File: src/verilog/ldo_regs_consts.vh
/*
 Constants for the two-channel regulator control register bank:
 register offsets, field positions and field widths.
 Assumes inclusion by bare name from the design files.
*/
`ifndef LDO_REGS_CONSTS_VH
`define LDO_REGS_CONSTS_VH

`define ADDR_W 8
`define DATA_W 8
`define LEVEL_W 6

`define OFF_A_LEVEL 8'h50
`define OFF_A_CONTROL 8'h51
`define OFF_B_LEVEL 8'h58
`define OFF_B_CONTROL 8'h59

`define BIT_ENABLE 7
`define BIT_BLEED 2
`define BIT_FAULT_ALLOW 1
`define BIT_POWER_GOOD 0

`define RST_LEVEL 6'h00
`define RST_BIT 1'b0

`endif
File: src/verilog/ldo_channel.v
/*
 One regulator channel: level code, enable, bleed option and fault
 permission held in flip-flops, plus the control outputs toward the
 analog core. Assumes the register port decode sits in the parent.
*/
`timescale 1ns/10ps
`include "ldo_regs_consts.vh"

module ldo_channel #(
  parameter LEVEL_W = `LEVEL_W
) (
  // Clock and reset
  input wire core_clk_in,
  input wire rst_n_in,
  // Write strobes from the parent decode
  input wire level_we_in,
  input wire control_we_in,
  input wire [`DATA_W-1:0] wdata_in,
  // Analog core status
  input wire power_good_in,
  input wire fault_in,
  // Analog core control
  output wire [LEVEL_W-1:0] output_level_code_out,
  output wire enable_out,
  output wire output_bleed_enable_out,
  output wire fault_irq_out,
  // Readback
  output wire [`DATA_W-1:0] level_rdata_out,
  output wire [`DATA_W-1:0] control_rdata_out
);

  reg [LEVEL_W-1:0] level_ff;
  reg enable_ff;
  reg bleed_ff;
  reg fault_allow_ff;

  always @(posedge core_clk_in) begin
    if (!rst_n_in) begin
      level_ff <= `RST_LEVEL;
      enable_ff <= `RST_BIT;
      bleed_ff <= `RST_BIT;
      fault_allow_ff <= `RST_BIT;
    end else begin
      if (level_we_in) begin
        level_ff <= wdata_in[LEVEL_W-1:0];
      end
      // power-good bit is not stored, writes to it drop
      if (control_we_in) begin
        enable_ff <= wdata_in[`BIT_ENABLE];
        bleed_ff <= wdata_in[`BIT_BLEED];
        fault_allow_ff <= wdata_in[`BIT_FAULT_ALLOW];
      end
    end
  end

  assign output_level_code_out = level_ff;
  assign enable_out = enable_ff;
  assign output_bleed_enable_out = bleed_ff & ~enable_ff;
  assign fault_irq_out = fault_in & fault_allow_ff;

  assign level_rdata_out = {{(`DATA_W-LEVEL_W){1'b0}}, level_ff};
  assign control_rdata_out = {enable_ff, 4'h0, bleed_ff, fault_allow_ff,
                              power_good_in};

endmodule

File: src/verilog/ldo_channel_control_regs.v
/*
 Register bank for two linear-regulator channels. The host reaches the
 four registers through a simple synchronous address/write/read port
 supplied by the device's serial bus front end (not in this block).
 Assumes power-good and fault levels are synchronous to core_clk_in.
*/
`timescale 1ns/10ps
`include "ldo_regs_consts.vh"

// Function
// - Channel A regulator is on while its enable bit is one.
// - Bleed control asserts when bleed bit set and channel is shut down.
// - Channel fault raises interrupt only while fault-allow bit is one.
// - Power-good bit reads live comparator state; writes ignored.
// - Six-bit level code held at 0x50 and driven to the core.
// - Channel B repeats the layout at 0x58 and 0x59.
module ldo_channel_control_regs #(
  parameter LEVEL_W = `LEVEL_W
) (
  // Clock and reset
  input wire core_clk_in,
  input wire rst_n_in,
  // Register port
  input wire [`ADDR_W-1:0] addr_in,
  input wire wr_en_in,
  input wire [`DATA_W-1:0] wdata_in,
  input wire rd_en_in,
  output reg [`DATA_W-1:0] rdata_out,
  output reg rd_hit_out,
  // Channel A core
  input wire a_power_good_in,
  input wire a_fault_in,
  output wire [LEVEL_W-1:0] a_output_level_code_out,
  output wire a_enable_out,
  output wire a_output_bleed_enable_out,
  output wire a_fault_irq_out,
  // Channel B core
  input wire b_power_good_in,
  input wire b_fault_in,
  output wire [LEVEL_W-1:0] b_output_level_code_out,
  output wire b_enable_out,
  output wire b_output_bleed_enable_out,
  output wire b_fault_irq_out
);

  wire [`DATA_W-1:0] a_level_rd;
  wire [`DATA_W-1:0] a_control_rd;
  wire [`DATA_W-1:0] b_level_rd;
  wire [`DATA_W-1:0] b_control_rd;
  reg [`DATA_W-1:0] nxt_rdata;
  reg nxt_hit;

  ldo_channel #(.LEVEL_W(LEVEL_W)) u_ldo_channel_a (
    .core_clk_in(core_clk_in),
    .rst_n_in(rst_n_in),
    .level_we_in(wr_en_in && addr_in == `OFF_A_LEVEL),
    .control_we_in(wr_en_in && addr_in == `OFF_A_CONTROL),
    .wdata_in(wdata_in),
    .power_good_in(a_power_good_in),
    .fault_in(a_fault_in),
    .output_level_code_out(a_output_level_code_out),
    .enable_out(a_enable_out),
    .output_bleed_enable_out(a_output_bleed_enable_out),
    .fault_irq_out(a_fault_irq_out),
    .level_rdata_out(a_level_rd),
    .control_rdata_out(a_control_rd)
  );

  ldo_channel #(.LEVEL_W(LEVEL_W)) u_ldo_channel_b (
    .core_clk_in(core_clk_in),
    .rst_n_in(rst_n_in),
    .level_we_in(wr_en_in && addr_in == `OFF_B_LEVEL),
    .control_we_in(wr_en_in && addr_in == `OFF_B_CONTROL),
    .wdata_in(wdata_in),
    .power_good_in(b_power_good_in),
    .fault_in(b_fault_in),
    .output_level_code_out(b_output_level_code_out),
    .enable_out(b_enable_out),
    .output_bleed_enable_out(b_output_bleed_enable_out),
    .fault_irq_out(b_fault_irq_out),
    .level_rdata_out(b_level_rd),
    .control_rdata_out(b_control_rd)
  );

  // Unmapped addresses read zero with no hit flag
  always @* begin
    nxt_rdata = {`DATA_W{1'b0}};
    nxt_hit = 1'b1;
    case (addr_in)
      `OFF_A_LEVEL: nxt_rdata = a_level_rd;
      `OFF_A_CONTROL: nxt_rdata = a_control_rd;
      `OFF_B_LEVEL: nxt_rdata = b_level_rd;
      `OFF_B_CONTROL: nxt_rdata = b_control_rd;
      default: nxt_hit = 1'b0;
    endcase
  end

  // Read data is registered so it holds until the next read
  always @(posedge core_clk_in) begin
    if (!rst_n_in) begin
      rdata_out <= {`DATA_W{1'b0}};
      rd_hit_out <= 1'b0;
    end else if (rd_en_in) begin
      rdata_out <= nxt_rdata;
      rd_hit_out <= nxt_hit;
    end
  end

endmodule

File: config.mk
export PLATFORM = sky130hd
export DESIGN_NAME = ldo_channel_control_regs
export DESIGN_NICKNAME = d
export VERILOG_FILES = /design/src/verilog/ldo_channel.v /design/src/verilog/ldo_channel_control_regs.v
export VERILOG_INCLUDE_DIRS = /design/src /design/src/verilog
export SDC_FILE = /design/constraint.sdc
export NUM_CORES = 1
export LEC_CHECK = 0
export CAP_MARGIN = 10
export CORE_MARGIN = 10
export CORE_UTILIZATION = 60
export CTS_CLUSTER_SIZE = 20
export DETAILED_ROUTE_END_ITERATION = 10
export DONT_BUFFER_PORTS = 1
export PLACE_DENSITY = 0.78
export REMOVE_ABC_BUFFERS = 1
export SLEW_MARGIN = 0
export SYNTH_ARGS = -nofsm -noshare
export SYNTH_HDL_FRONTEND = slang
export SYNTH_HIERARCHICAL = 1
export SYNTH_SLANG_ARGS = --single-unit
File: constraint.sdc
create_clock -name core_clk_in -period 1.75 [get_ports core_clk_in]
set_input_delay 0.0875 -clock core_clk_in [delete_from_list [all_inputs] [get_ports core_clk_in]]
set_output_delay 0.0875 -clock core_clk_in [all_outputs]
set_load 0.005 [all_outputs]
### After elaboration in Yosys (flattened, before gate mapping)

Index checks and enable logic that the tools add are counted.

* mux-type cells: 2
* bitwise gates (word level): 6
* equal/unequal tests: 4
* reduce and logical (&&, ||, !) cells: 5

Operators with widths (number)
* $eq 8x7->1 const B: 4
* $pmux 8 s4: 1
* $and 1x1->1: 4
* $logic_and 1x1->1: 4
* $reduce_or 4->1: 1
* $not 1->1: 2
* $mux 1: 1

* output and inout port bits: 27
* bits in registers: 27

### Longest topological paths before layout

Gate-level depths: netlist of run 1.

* depth in word-level cells: 3
* mapped depth: 6

### Cells and area by module

Netlist of run 1, hierarchy kept.

By module, submodules not included
* ldo_channel: area an instance 474.2 µm², times used 2, cells each 47
* ldo_channel_control_regs: area an instance 579.3 µm², times used 1, cells each 40

### Worst setup path after synthesis of run 1

Ideal clock, no wire load.

* path type: input to register
* from: input port addr_in[2]
* to: register u_ldo_channel_b.level_ff[0], in the netlist u_ldo_channel_b/output_level_code_out[0]
* arrival time: 1185 ps
* path slack: 449 ps
* stages: 6
* cells stage by stage: nand4bb_1 nor3_1 and4b_2 buf_6 mux2i_1 nor2b_1

* longest elaborated chain between the ends: 2

Ends and longest elaborated chain
* start, declared: RTL line ldo_channel_control_regs.v:24 `` input wire [`ADDR_W-1:0] addr_in, ``
* $eq 8x7->1
* $logic_and 1x1->1 (no line)
* end signal, assigned: RTL line ldo_channel.v:39 `` level_ff <= `RST_LEVEL; ``
* end signal, assigned: RTL line ldo_channel.v:45 `level_ff <= wdata_in[LEVEL_W-1:0];`
* end, declared: RTL line ldo_channel.v:32 `reg [LEVEL_W-1:0] level_ff;`

Every way passes these cells.
A chain may end at the register's enable or synchronous reset.

### Worst setup path after layout of run 1

* from: input port rst_n_in
* to: register rd_hit_out

RTL lines
* start, declared: RTL line ldo_channel_control_regs.v:22 `input wire rst_n_in,`
* end signal, assigned: RTL line ldo_channel_control_regs.v:105 `rd_hit_out <= nxt_hit;`
* end, declared: RTL line ldo_channel_control_regs.v:29 `output reg rd_hit_out,`

No word-level cell between the ends.

==> summary.txt, run 1 <==
Routing
  – Initial DRC count: 24
  – Via count: 885
  – WL/cell: 21.2 um
  – DRC: 0
  – Vias/cell: 5.90
  – Drt first pass iters: 4
  – DRT Wirelength: 3180 um
  – Post-route ant nets: 0

Yosys
  – Mapped cell area: 1530 um^2
  – Mux cell area share after synthesis: 24.1%
  – Main combinational cell family by area after synthesis: multiplexers
  – Synth cell count leaders: buf_4, dfxtp_1, nor2b_1, mux2i_1, a32o_1
  – #FFs+latches synth: 27
  – Ys async rst share: 0%
  – Synth area leaders: dfxtp_1, buf_4, mux2i_1, mux4_2, nor2b_1
  – Syn avg cell area: 11.4 um^2
  – Simple logic cell fraction of the synthesized area: 15.5%
  – Synth Area in XOR/XNOR: 0%
  – Largest area contributor in the netlist: dfxtp_1
  – Synth Area in Adders: 0%
  – Yosys top cell area share: 35.4%
  – Unique cell type count in the Yosys netlist: 22
  – EDFF count, synth: 0
  – Mapped Cells: 134
  – Most common cell in the synthesized netlist: buf_4
  – Sequential area share after synthesis: 35.4%
  – Main synth FF type: dfxtp_1
  – Compound-Gate Fraction of Synth Area: 5.81%
  – YS warnings: 6

STA
  – Least-Margin Pin Slew: 0.823 ns
  – Final setup TNS: 0 ns
  – Endpoints failing hold: 0
  – Crit share post-route: 94.3%
  – Fmax: 0.606 GHz
  – Final Max Slew Viols: 0
  – Layout Skew: 0.00169 ns
  – Rel. slew slack: 45.0%
  – Number of setup violations in the final report: 0
  – RSZ-0062 raised after global routing: no
  – Final min period: 1.65 ns
  – Hold_ws: 0.0284 ns

Place
  – Port Buf Inserts: 0
  – Placed inst area: 1320 um^2
  – RePlAce Congestion: 0.723
  – Final HPWL from detailed placement: 2270 um
  – Placed cell count: 137

Worst setup path
  – Worst Setup SP: rst_n_in
  – Crit end category: register
  – Critical R2R Launch: rd_hit_out
  – Startpoint Class: primary input
  – WS Path Type: in2reg
  – WP data arrival: 1.92 ns
  – Critical Path RT: 2.02 ns
  – CP Max Fanout: 27

Finish
  – Final core utilization: 58.5%
  – Design area: 1440 um^2
  – Final Non-Filler Cells: 150
  – Ant. Diodes: 0
  – Nets: 145
  – Fillers: 215
  – Layout area overhead: -5.98%
  – Share of post-route cells with drive strength above 1: 11.7%

Clocking
  – Htree depth: 1
  – Maximum clock path buffer count: 2
  – Worst-path clk slew: 0.14 ns
  – CTS Sinks: 27
  – Num CTS Buffers: 3
  – CTS tree: built
  – CTS root buf: clkbuf_4
  – Latest clock arrival within the worst-skew pair: 0.31 ns

Global route
  – Vias in the first global route: 929
  – First-pass GRT wire length: 5150 um
  – GRT overflow: 0
  – Largest net degree at the start of global routing: 28
  – GR Util All Layers: 12.6%
  – Initial antenna violation count: 0

Min path
  – HP Start: addr_in[3]
  – Worst Hold Class: in2reg

Power
  – PwrDens: 659 nW/um^2
  – P_leak: 0.000479 uW
  – Worst vdd ir: 0.000474 V

Job
  – Max-Cap Viols: 0

Floorplan
  – Placeable Area: 2450 um^2
  – Die area: 4960 um^2
  – Die height: 70.5 um
  – Row count: 18
  – Initial Util: 62.2%
  – Die W: 70.5 um
  – I/O pin count: 51

Status
  – Outcome: finished clean
## area by class of cell
type	instances	area (um^2)	area share, %
tap	30	37.5	2.61
timing repair buffer	9	90.1	6.27
sequential	27	541	37.6
clock buffer	4	26.3	1.83
multi-input combinational	79	738	51.4
inverter	1	3.75	0.261
## worst paths after layout
check,end,slack (ns),depth (start not counted)
setup / recovery,rd_hit_out,0.1,3
hold / removal,rdata_out[5],0.03,2
setup reg to reg,rd_hit_out,0.47,4
hold reg to reg,u_ldo_channel_a/fault_allow_ff,0.55,2
## state kept, by name, summed over array words and instances, names as in the netlist
signal	count
u_ldo_channel_a/bleed_ff	1
u_ldo_channel_a/enable_out	1
rd_hit_out	1
rdata_out	8
u_ldo_channel_b/enable_out	1
u_ldo_channel_a/output_level_code_out	6
u_ldo_channel_a/fault_allow_ff	1
u_ldo_channel_b/fault_allow_ff	1
u_ldo_channel_b/bleed_ff	1
u_ldo_channel_b/output_level_code_out	6
## through the flow
| step | setup slack (ns) | power (uW) |
|---|---|---|
| finish | 0.0995 | 946 |
| global route | 0.0497 | 993 |
| CTS | 0.135 | 959 |
| detailed placement | 0.167 | 670 |
| global placement | 0.270 | 669 |
| floorplan | 0.434 | 667 |
## what timing repair did
item                       CTS  global route
setup endpoints to repair    0             0
hold buffers                 9             0
buffers inserted             0             0
gates resized for setup      0             0
hold endpoints to repair    27             0
## critical path, cell delays in order
cell           delay (ns)
dlygate4sd3_1        1.07
and2_1               0.22
dlygate4sd3_1        0.53
## cell families (layout without fill, tap and decap cells)
| family | count (synthesis) | in the layout |
|---|---|---|
| compound gates | 9 | 9 |
| buf+inv | 38 | 14 |
| flops | 27 | 27 |
| mux | 26 | 26 |
| other cells | 2 | 12 |
| simple gates | 32 | 32 |
## cell usage in the layout (no fill, tap or decap), types with 2 or more instances in the layout
cell type      synthesis  layout
dfxtp_1               27      27
nor2b_1               20      20
mux2i_1               18      18
conb_1                 2      12
dlygate4sd3_1          0       9
a32o_1                 8       8
mux4_2                 6       6
and2_1                 3       3
clkbuf_4               0       3
and4b_2                2       2
mux4_1                 2       2
## metal layers
metal	global-route usage, %	vias to the layer above	share of wire (%)
met5	0	-	0
met4	2.63	0	0.53
met3	6.21	2	12
met2	21.5	32	51
met1	13.7	440	36
li1	-	411	-
## where the power goes
group / leakage [uW] / total [uW] / switching [uW] / internal (uW)
clock network: 0.0000150 / 263 / 174 / 89.0
logic: 0.000246 / 66.6 / 25.7 / 40.9
registers: 0.000217 / 616 / 0.759 / 616
total: 0.000479 / 946 / 201 / 746
No activity file was read; power rests on OpenSTA's default activity.
==> inputs of run 2 (changes only) <==
ABC_AREA = 1   (was unset)
CORE_UTILIZATION = 45   (was 60)
PLACE_DENSITY = 0.64   (was 0.78)
clock period = 1.4 ns   (was 1.75 ns; I/O delays follow)
==> run 2 against run 1 <==
Non-clock buffer count increased by 6; routed wire length increased by 26%; area after synthesis increased by 13%; hold slack got worse by 0.021 ns; worst setup slack improved by 0.24 ns.
==> summary.txt, run 2 <==
Status
  – Outcome: finished clean

STA
  – Layout Skew: 0.00407 ns (+0.00238 ns)
  – Final min period: 1.06 ns
  – Endpoints failing hold: 0 (unchanged)
  – Least-Margin Pin Slew: 0.679 ns (-0.143 ns)
  – Fmax: 0.941 GHz
  – Number of setup violations in the final report: 0 (unchanged)
  – Final Max Slew Viols: 0 (unchanged)
  – Crit share post-route: 75.9%
  – RSZ-0062 raised after global routing: no
  – Final setup TNS: 0 ns (unchanged)
  – Rel. slew slack: 54.6% (+9.6 points)

Global route
  – GRT overflow: 0 (unchanged)
  – Initial antenna violation count: 0 (unchanged)
  – GR Util All Layers: 11.9% (-0.72 points)
  – Vias in the first global route: 1,281 (+38%)
  – Largest net degree at the start of global routing: 29 (+3.6%)
  – First-pass GRT wire length: 6310 um (+22%)

Yosys
  – Yosys top cell area share: 31.2% (-4.1 points)
  – EDFF count, synth: 0 (unchanged)
  – Synth area leaders: dfxtp_1, nand2_1, buf_4, nand3_1, nor2_1
  – Mapped cell area: 1730 um^2 (+13%)
  – Main synth FF type: dfxtp_1
  – Synth cell count leaders: nand2_1, nor2_1, buf_4, nand3_1, dfxtp_1
  – YS warnings: 6 (unchanged)
  – Largest area contributor in the netlist: dfxtp_1
  – Syn avg cell area: 6.48 um^2 (-43%)
  – Sequential area share after synthesis: 31.2% (-4.1 points)
  – Unique cell type count in the Yosys netlist: 20 (-9.1%)
  – #FFs+latches synth: 27 (unchanged)
  – Ys async rst share: 0% (unchanged)
  – Mapped Cells: 267 (+99%)
  – Most common cell in the synthesized netlist: nand2_1

Worst setup path
  – Startpoint Class: primary input
  – Worst path buffer plus inverter count: 1 (-1)
  – CP peak stage delay: 0.98 ns (-0.09 ns)
  – Critical Path RT: 1.61 ns (-0.41 ns)
  – Slowest-stage cell, CP: dlygate4sd3_1
  – Crit end category: register
  – CP Max Fanout: 18 (-33%)
  – FF-to-FF setup slack: 0.49 ns (+0.02 ns)
  – CP delay by family, top: buffers and inverters
  – Worst path cell trace: dlygate4sd3_1 > nand2_1 > nor2_1
  – WP data arrival: 1.27 ns (-0.65 ns)
  – WS Path Type: in2reg

Finish
  – Most frequent cells in the layout: nand2_1, nor2_1, nand3_1, dfxtp_1, inv_1
  – Ant. Diodes: 0 (unchanged)
  – Final core utilization: 45.3% (-13 points)
  – Fillers: 405 (+88%)
  – Share of post-route cells with drive strength above 1: 8.59% (-3.1 points)
  – Nets: 281 (+94%)
  – Most common cell after layout, fill and taps aside: nand2_1
  – Max reg flops: 8 (unchanged)
  – Biggest register: rdata_out
  – Layout area overhead: -3.40%
  – Final Non-Filler Cells: 304 (+100%)

Power
  – P_leak: 0.000813 uW (+70%)
  – Clk pwr share: 33.1% (+5.3 points)
  – Pint: 1010 uW (+35%)
  – Sw Share: 23.7% (+2.5 points)
  – Seq pwr share: 58.2% (-6.9 points)
  – Worst vdd ir: 0.000510 V (+7.4%)
  – PwrDens: 792 nW/um^2 (+20%)
  – Total chip power: 1320 uW (+40%)
  – Logic pwr share: 8.6% (+1.6 points)
  – Total net switching power: 314 uW (+56%)

Clocking
  – Hold Buf Count CTS: 7 (-2)
  – Post-CTS setup buffers: 0 (unchanged)
  – CTS-repair resized insts: 0 (unchanged)
  – Worst-path clk slew: 0.09 ns (-0.05 ns)
  – Maximum clock path buffer count: 2 (unchanged)
  – CTS Sinks: 27 (unchanged)
  – CTS tree: built
  – Num CTS Buffers: 3 (unchanged)
  – Latest clock arrival within the worst-skew pair: 0.27 ns (-0.04 ns)
  – Htree depth: 1 (unchanged)
  – CTS root buf: clkbuf_8

Routing
  – Post-route ant nets: 0 (unchanged)
  – Drt first pass iters: 4 (unchanged)
  – Vias/cell: 4.60 (-22%)
  – Initial DRC count: 79 (+230%)
  – WL/cell: 13.1 um (-38%)
  – DRC: 0 (unchanged)
  – DRT Wirelength: 3990 um (+26%)
  – Via count: 1,399 (+58%)

Place
  – Final HPWL from detailed placement: 3050 um (+34%)
  – RePlAce Congestion: 0.854 (+18%)
  – Port Buf Inserts: 0 (unchanged)
  – Placed cell count: 292 (+110%)

Floorplan
  – Initial Util: 46.9% (-15 points)
  – Placeable Area: 3690 um^2 (+50%)
  – Die area: 6730 um^2 (+35%)
  – Die W: 82.0 um (+16%)
  – Die height: 82.0 um (+16%)
  – Row count: 22 (+4)
  – I/O pin count: 51 (unchanged)

Job
  – Max-Cap Viols: 0 (unchanged)

Min path
  – Worst Hold Class: in2reg
## run 2: kinds of logic after synthesis
family / synth area share (%)
buffers and inverters: 25.2
flip-flops: 31.2
AND/OR/NAND/NOR: 38.0
other: 0.434
AO/OA/AOI/OAI: 5.13
## run 2: path summary, 6_finish.rpt
kind | start | endpoint | cells past startpoint
hold reg to reg | rdata_out[3] | rdata_out[3] | 2
hold / removal | wdata_in[1] | u_ldo_channel_a/fault_allow_ff | 4
setup reg to reg | u_ldo_channel_b/output_level_code_out[4] | rdata_out[4] | 4
setup / recovery | rst_n_in | u_ldo_channel_b/output_level_code_out[1] | 3
## run 2: layer usage
| layer | track usage, % | vias to the layer above | part of all wire [%] |
|---|---|---|---|
| li1 | - | 752 | - |
| met1 | 14.3 | 605 | 44 |
| met2 | 19.0 | 40 | 44 |
| met3 | 5.79 | 2 | 12 |
| met5 | 0 | - | 0 |
| met4 | 2.04 | 0 | 0.43 |
## run 2: layout make-up
cell class                      count  area, um^2  area share, %
Clock inverter                      1        5.00          0.299
Inverter                           27         101           6.06
Timing Repair Buffer               15         133           7.93
Tap cell                           48        60.1           3.59
Clock buffer                        3        41.3           2.47
Sequential cell                    27         541           32.3
Multi-Input combinational cell    183         791           47.3
## run 2: worst min-delay path: stages
cell and delay, ns:
inv_1 0.05, nand2_1 0.05, nand2_1 0.05, nor2_1 0.03
## run 2: power by group through the flow
stage | sequential, uW | clock, uW | combinational [uW]
after CTS | 771 | 463 | 111
after global routing | 771 | 492 | 132
after detailed placement | 789 | 0 | 85.0
after floorplan | 788 | 0 | 67.2
after global placement | 789 | 0 | 83.9
final | 771 | 439 | 114
## run 2: stage by stage
step	worst slack, ns	instance area (um^2)	hold WS [ns]
floorplan	0.108	1430	0.190
global placement	0.300	1550	0.195
detailed placement	0.274	1550	0.197
CTS	0.338	1660	0.00316
global route	0.212	1670	0.00743
finish	0.338	1670	0.00764
==> inputs of run 3 (changes only) <==
PLACE_DENSITY = 0.62   (was 0.64)
clock period = 1 ns   (was 1.4 ns; I/O delays follow)
==> run 3 against run 2 <==
Combinational power grew 25%; the run now ends with hold timing left; cell count grew 2.3%; routed wire length shrank 2.0%; clock skew grew 0.0026 ns; register-to-register slack lost 0.36 ns; clock power grew 43%; flip-flop and latch count is the same; hold slack lost 0.12 ns; highest routed layer unchanged; non-clock buffer count grew 7; core utilization grew 1.5 points; largest power group unchanged; cell area grew 3.2%; count of clock-buffer cells in the layout grew 1.
==> summary.txt, run 3 (synthesis results as in run 2) <==
Worst setup path
  – Crit end category: output port
  – CP peak stage delay: 0.32 ns (-0.66 ns)
  – Slowest-stage cell, CP: dfxtp_1
  – WP data arrival: 0.88 ns (-0.39 ns)
  – Critical R2R Launch: u_ldo_channel_a/output_level_code_out[4]
  – CP delay by family, top: flip-flops
  – Worst path buffer plus inverter count: 1 (unchanged)
  – Worst path cell trace: buf_4 > nor2_1
  – Worst Setup SP: u_ldo_channel_a/enable_out
  – Startpoint Class: register
  – WS Path Type: reg2out
  – Critical Path RT: 0.95 ns (-0.66 ns)
  – CP Max Fanout: 3 (-15)

Power
  – Seq pwr share: 58.4% (+0.2 points)
  – Worst vdd ir: 0.000646 V (+27%)
  – PwrDens: 1070 nW/um^2 (+35%)
  – Clk pwr share: 33.9% (+0.8 points)
  – P_leak: 0.000856 uW (+5.3%)
  – Total net switching power: 429 uW (+37%)
  – Pint: 1420 uW (+40%)
  – Logic pwr share: 7.7% (-0.9 points)
  – Sw Share: 23.2% (-0.47 points)

Routing
  – DRC: 0 (unchanged)
  – Via count: 1,385 (-1.0%)
  – DRT Wirelength: 3920 um (-2.0%)
  – Initial DRC count: 87 (+10%)
  – Vias/cell: 4.45 (-3.2%)
  – Post-route ant nets: 0 (unchanged)
  – WL/cell: 12.6 um (-4.2%)
  – Drt first pass iters: 4 (unchanged)

Clocking
  – Num CTS Buffers: 3 (unchanged)
  – Hold Buf Count CTS: 4 (-3)
  – CTS Sinks: 27 (unchanged)
  – Worst-path clk slew: 0.09 ns (about the same)
  – CTS-repair resized insts: 0 (unchanged)
  – Post-CTS setup buffers: 0 (unchanged)
  – Htree depth: 1 (unchanged)
  – Latest clock arrival within the worst-skew pair: 0.28 ns (about the same)
  – CTS root buf: clkbuf_8
  – CTS tree: built
  – Maximum clock path buffer count: 2 (unchanged)

Floorplan
  – Initial Util: 46.9% (unchanged)
  – Die height: 82.0 um (unchanged)
  – Row count: 22 (unchanged)
  – Die area: 6730 um^2 (unchanged)
  – Die W: 82.0 um (unchanged)
  – I/O pin count: 51 (unchanged)
  – Placeable Area: 3690 um^2 (unchanged)

Place
  – Port Buf Inserts: 0 (unchanged)
  – Placed inst area: 1640 um^2 (+6.2%)
  – RePlAce Congestion: 0.830 (-2.8%)
  – Final HPWL from detailed placement: 3090 um (+1.3%)
  – Worst slack, placed: 0.0424 ns (-0.232 ns)

STA
  – Endpoints failing hold: 18 (+18)
  – Final Max Slew Viols: 0 (unchanged)
  – Number of setup violations in the final report: 0 (unchanged)
  – Final min period: 0.926 ns
  – Setup ws final: 0.0738 ns (-0.264 ns)
  – Crit share post-route: 92.6%
  – Hold_ws: -0.117 ns (-0.125 ns)
  – Fmax: 1.08 GHz
  – Final setup TNS: 0 ns (unchanged)
  – Layout Skew: 0.00670 ns (+0.00262 ns)
  – RSZ-0062 raised after global routing: no

Global route
  – First-pass GRT wire length: 6490 um (+2.9%)
  – Vias in the first global route: 1,344 (+4.9%)
  – Largest net degree at the start of global routing: 22 (-24%)
  – GR Util All Layers: 12.3% (+0.42 points)
  – Initial antenna violation count: 0 (unchanged)
  – GRT overflow: 0 (unchanged)

Min path
  – Worst Hold Class: in2reg
  – HP Start: rst_n_in

Finish
  – Share of post-route cells with drive strength above 1: 12.2% (+3.6 points)
  – Ant. Diodes: 0 (unchanged)
  – Most frequent cells in the layout: nand2_1, nor2_1, nand3_1, dfxtp_1, inv_1
  – Layout area overhead: -0.290%
  – Fillers: 418 (+3.2%)
  – Design area: 1730 um^2 (+3.2%)
  – Biggest register: rdata_out
  – Nets: 288 (+2.5%)
  – Most common cell after layout, fill and taps aside: nand2_1
  – Max reg flops: 8 (unchanged)

Status
  – Outcome: finished with violations
  – Violated checks: hold timing

Job
  – Max-Cap Viols: 0 (unchanged)
## run 3: worst paths after layout
kind | endpoint | slack [ns] | cells past startpoint
worst max-delay path | a_output_bleed_enable_out | 0.07 | 2
worst min-delay path | u_ldo_channel_a/bleed_ff | -0.12 | 2
worst max register to register | rdata_out[4] | 0.13 | 4
worst min register to register | rdata_out[7] | 0.50 | 2
## run 3: metrics by stage
step	instances	total power [uW]	utilization, %
finish	311	1850	46.8
global route	311	1930	46.8
CTS	311	1870	46.8
detailed placement	303	1230	44.5
global placement	303	1230	44.5
floorplan	237	1200	-
## run 3: final cells by class
type / count / area [um^2] / share of cell area (%)
multi-input cells: 183 / 791 / 45.8
inverters: 27 / 101 / 5.87
flip-flops and latches: 27 / 541 / 31.3
clock buffers: 4 / 45.0 / 2.61
repair buffers: 22 / 188 / 10.9
well taps: 48 / 60.1 / 3.48
## run 3: power groups by stage
| stage | registers (uW) | clock network [uW] | logic [uW] |
|---|---|---|---|
| floorplan | 1100 | 0 | 94.1 |
| global placement | 1100 | 0 | 125 |
| detailed placement | 1100 | 0 | 126 |
| CTS | 1080 | 645 | 143 |
| global route | 1080 | 690 | 164 |
| finish | 1080 | 626 | 142 |
## run 3: worst reg2reg max path: stages, from the launching register on
cell,delay [ns]
dfxtp_1,0.35
nand3_1,0.10
nand2_1,0.05
o21ai_1,0.17
a21oi_1,0.09
## run 3: per-layer routing
layer / vias up / GRT usage [%] / part of all wire [%]
met4: 0 / 4.76 / 2.6
met3: 10 / 5.57 / 11
li1: 767 / - / -
met2: 38 / 19.5 / 43
met5: - / 0 / 0
met1: 570 / 14.2 / 43
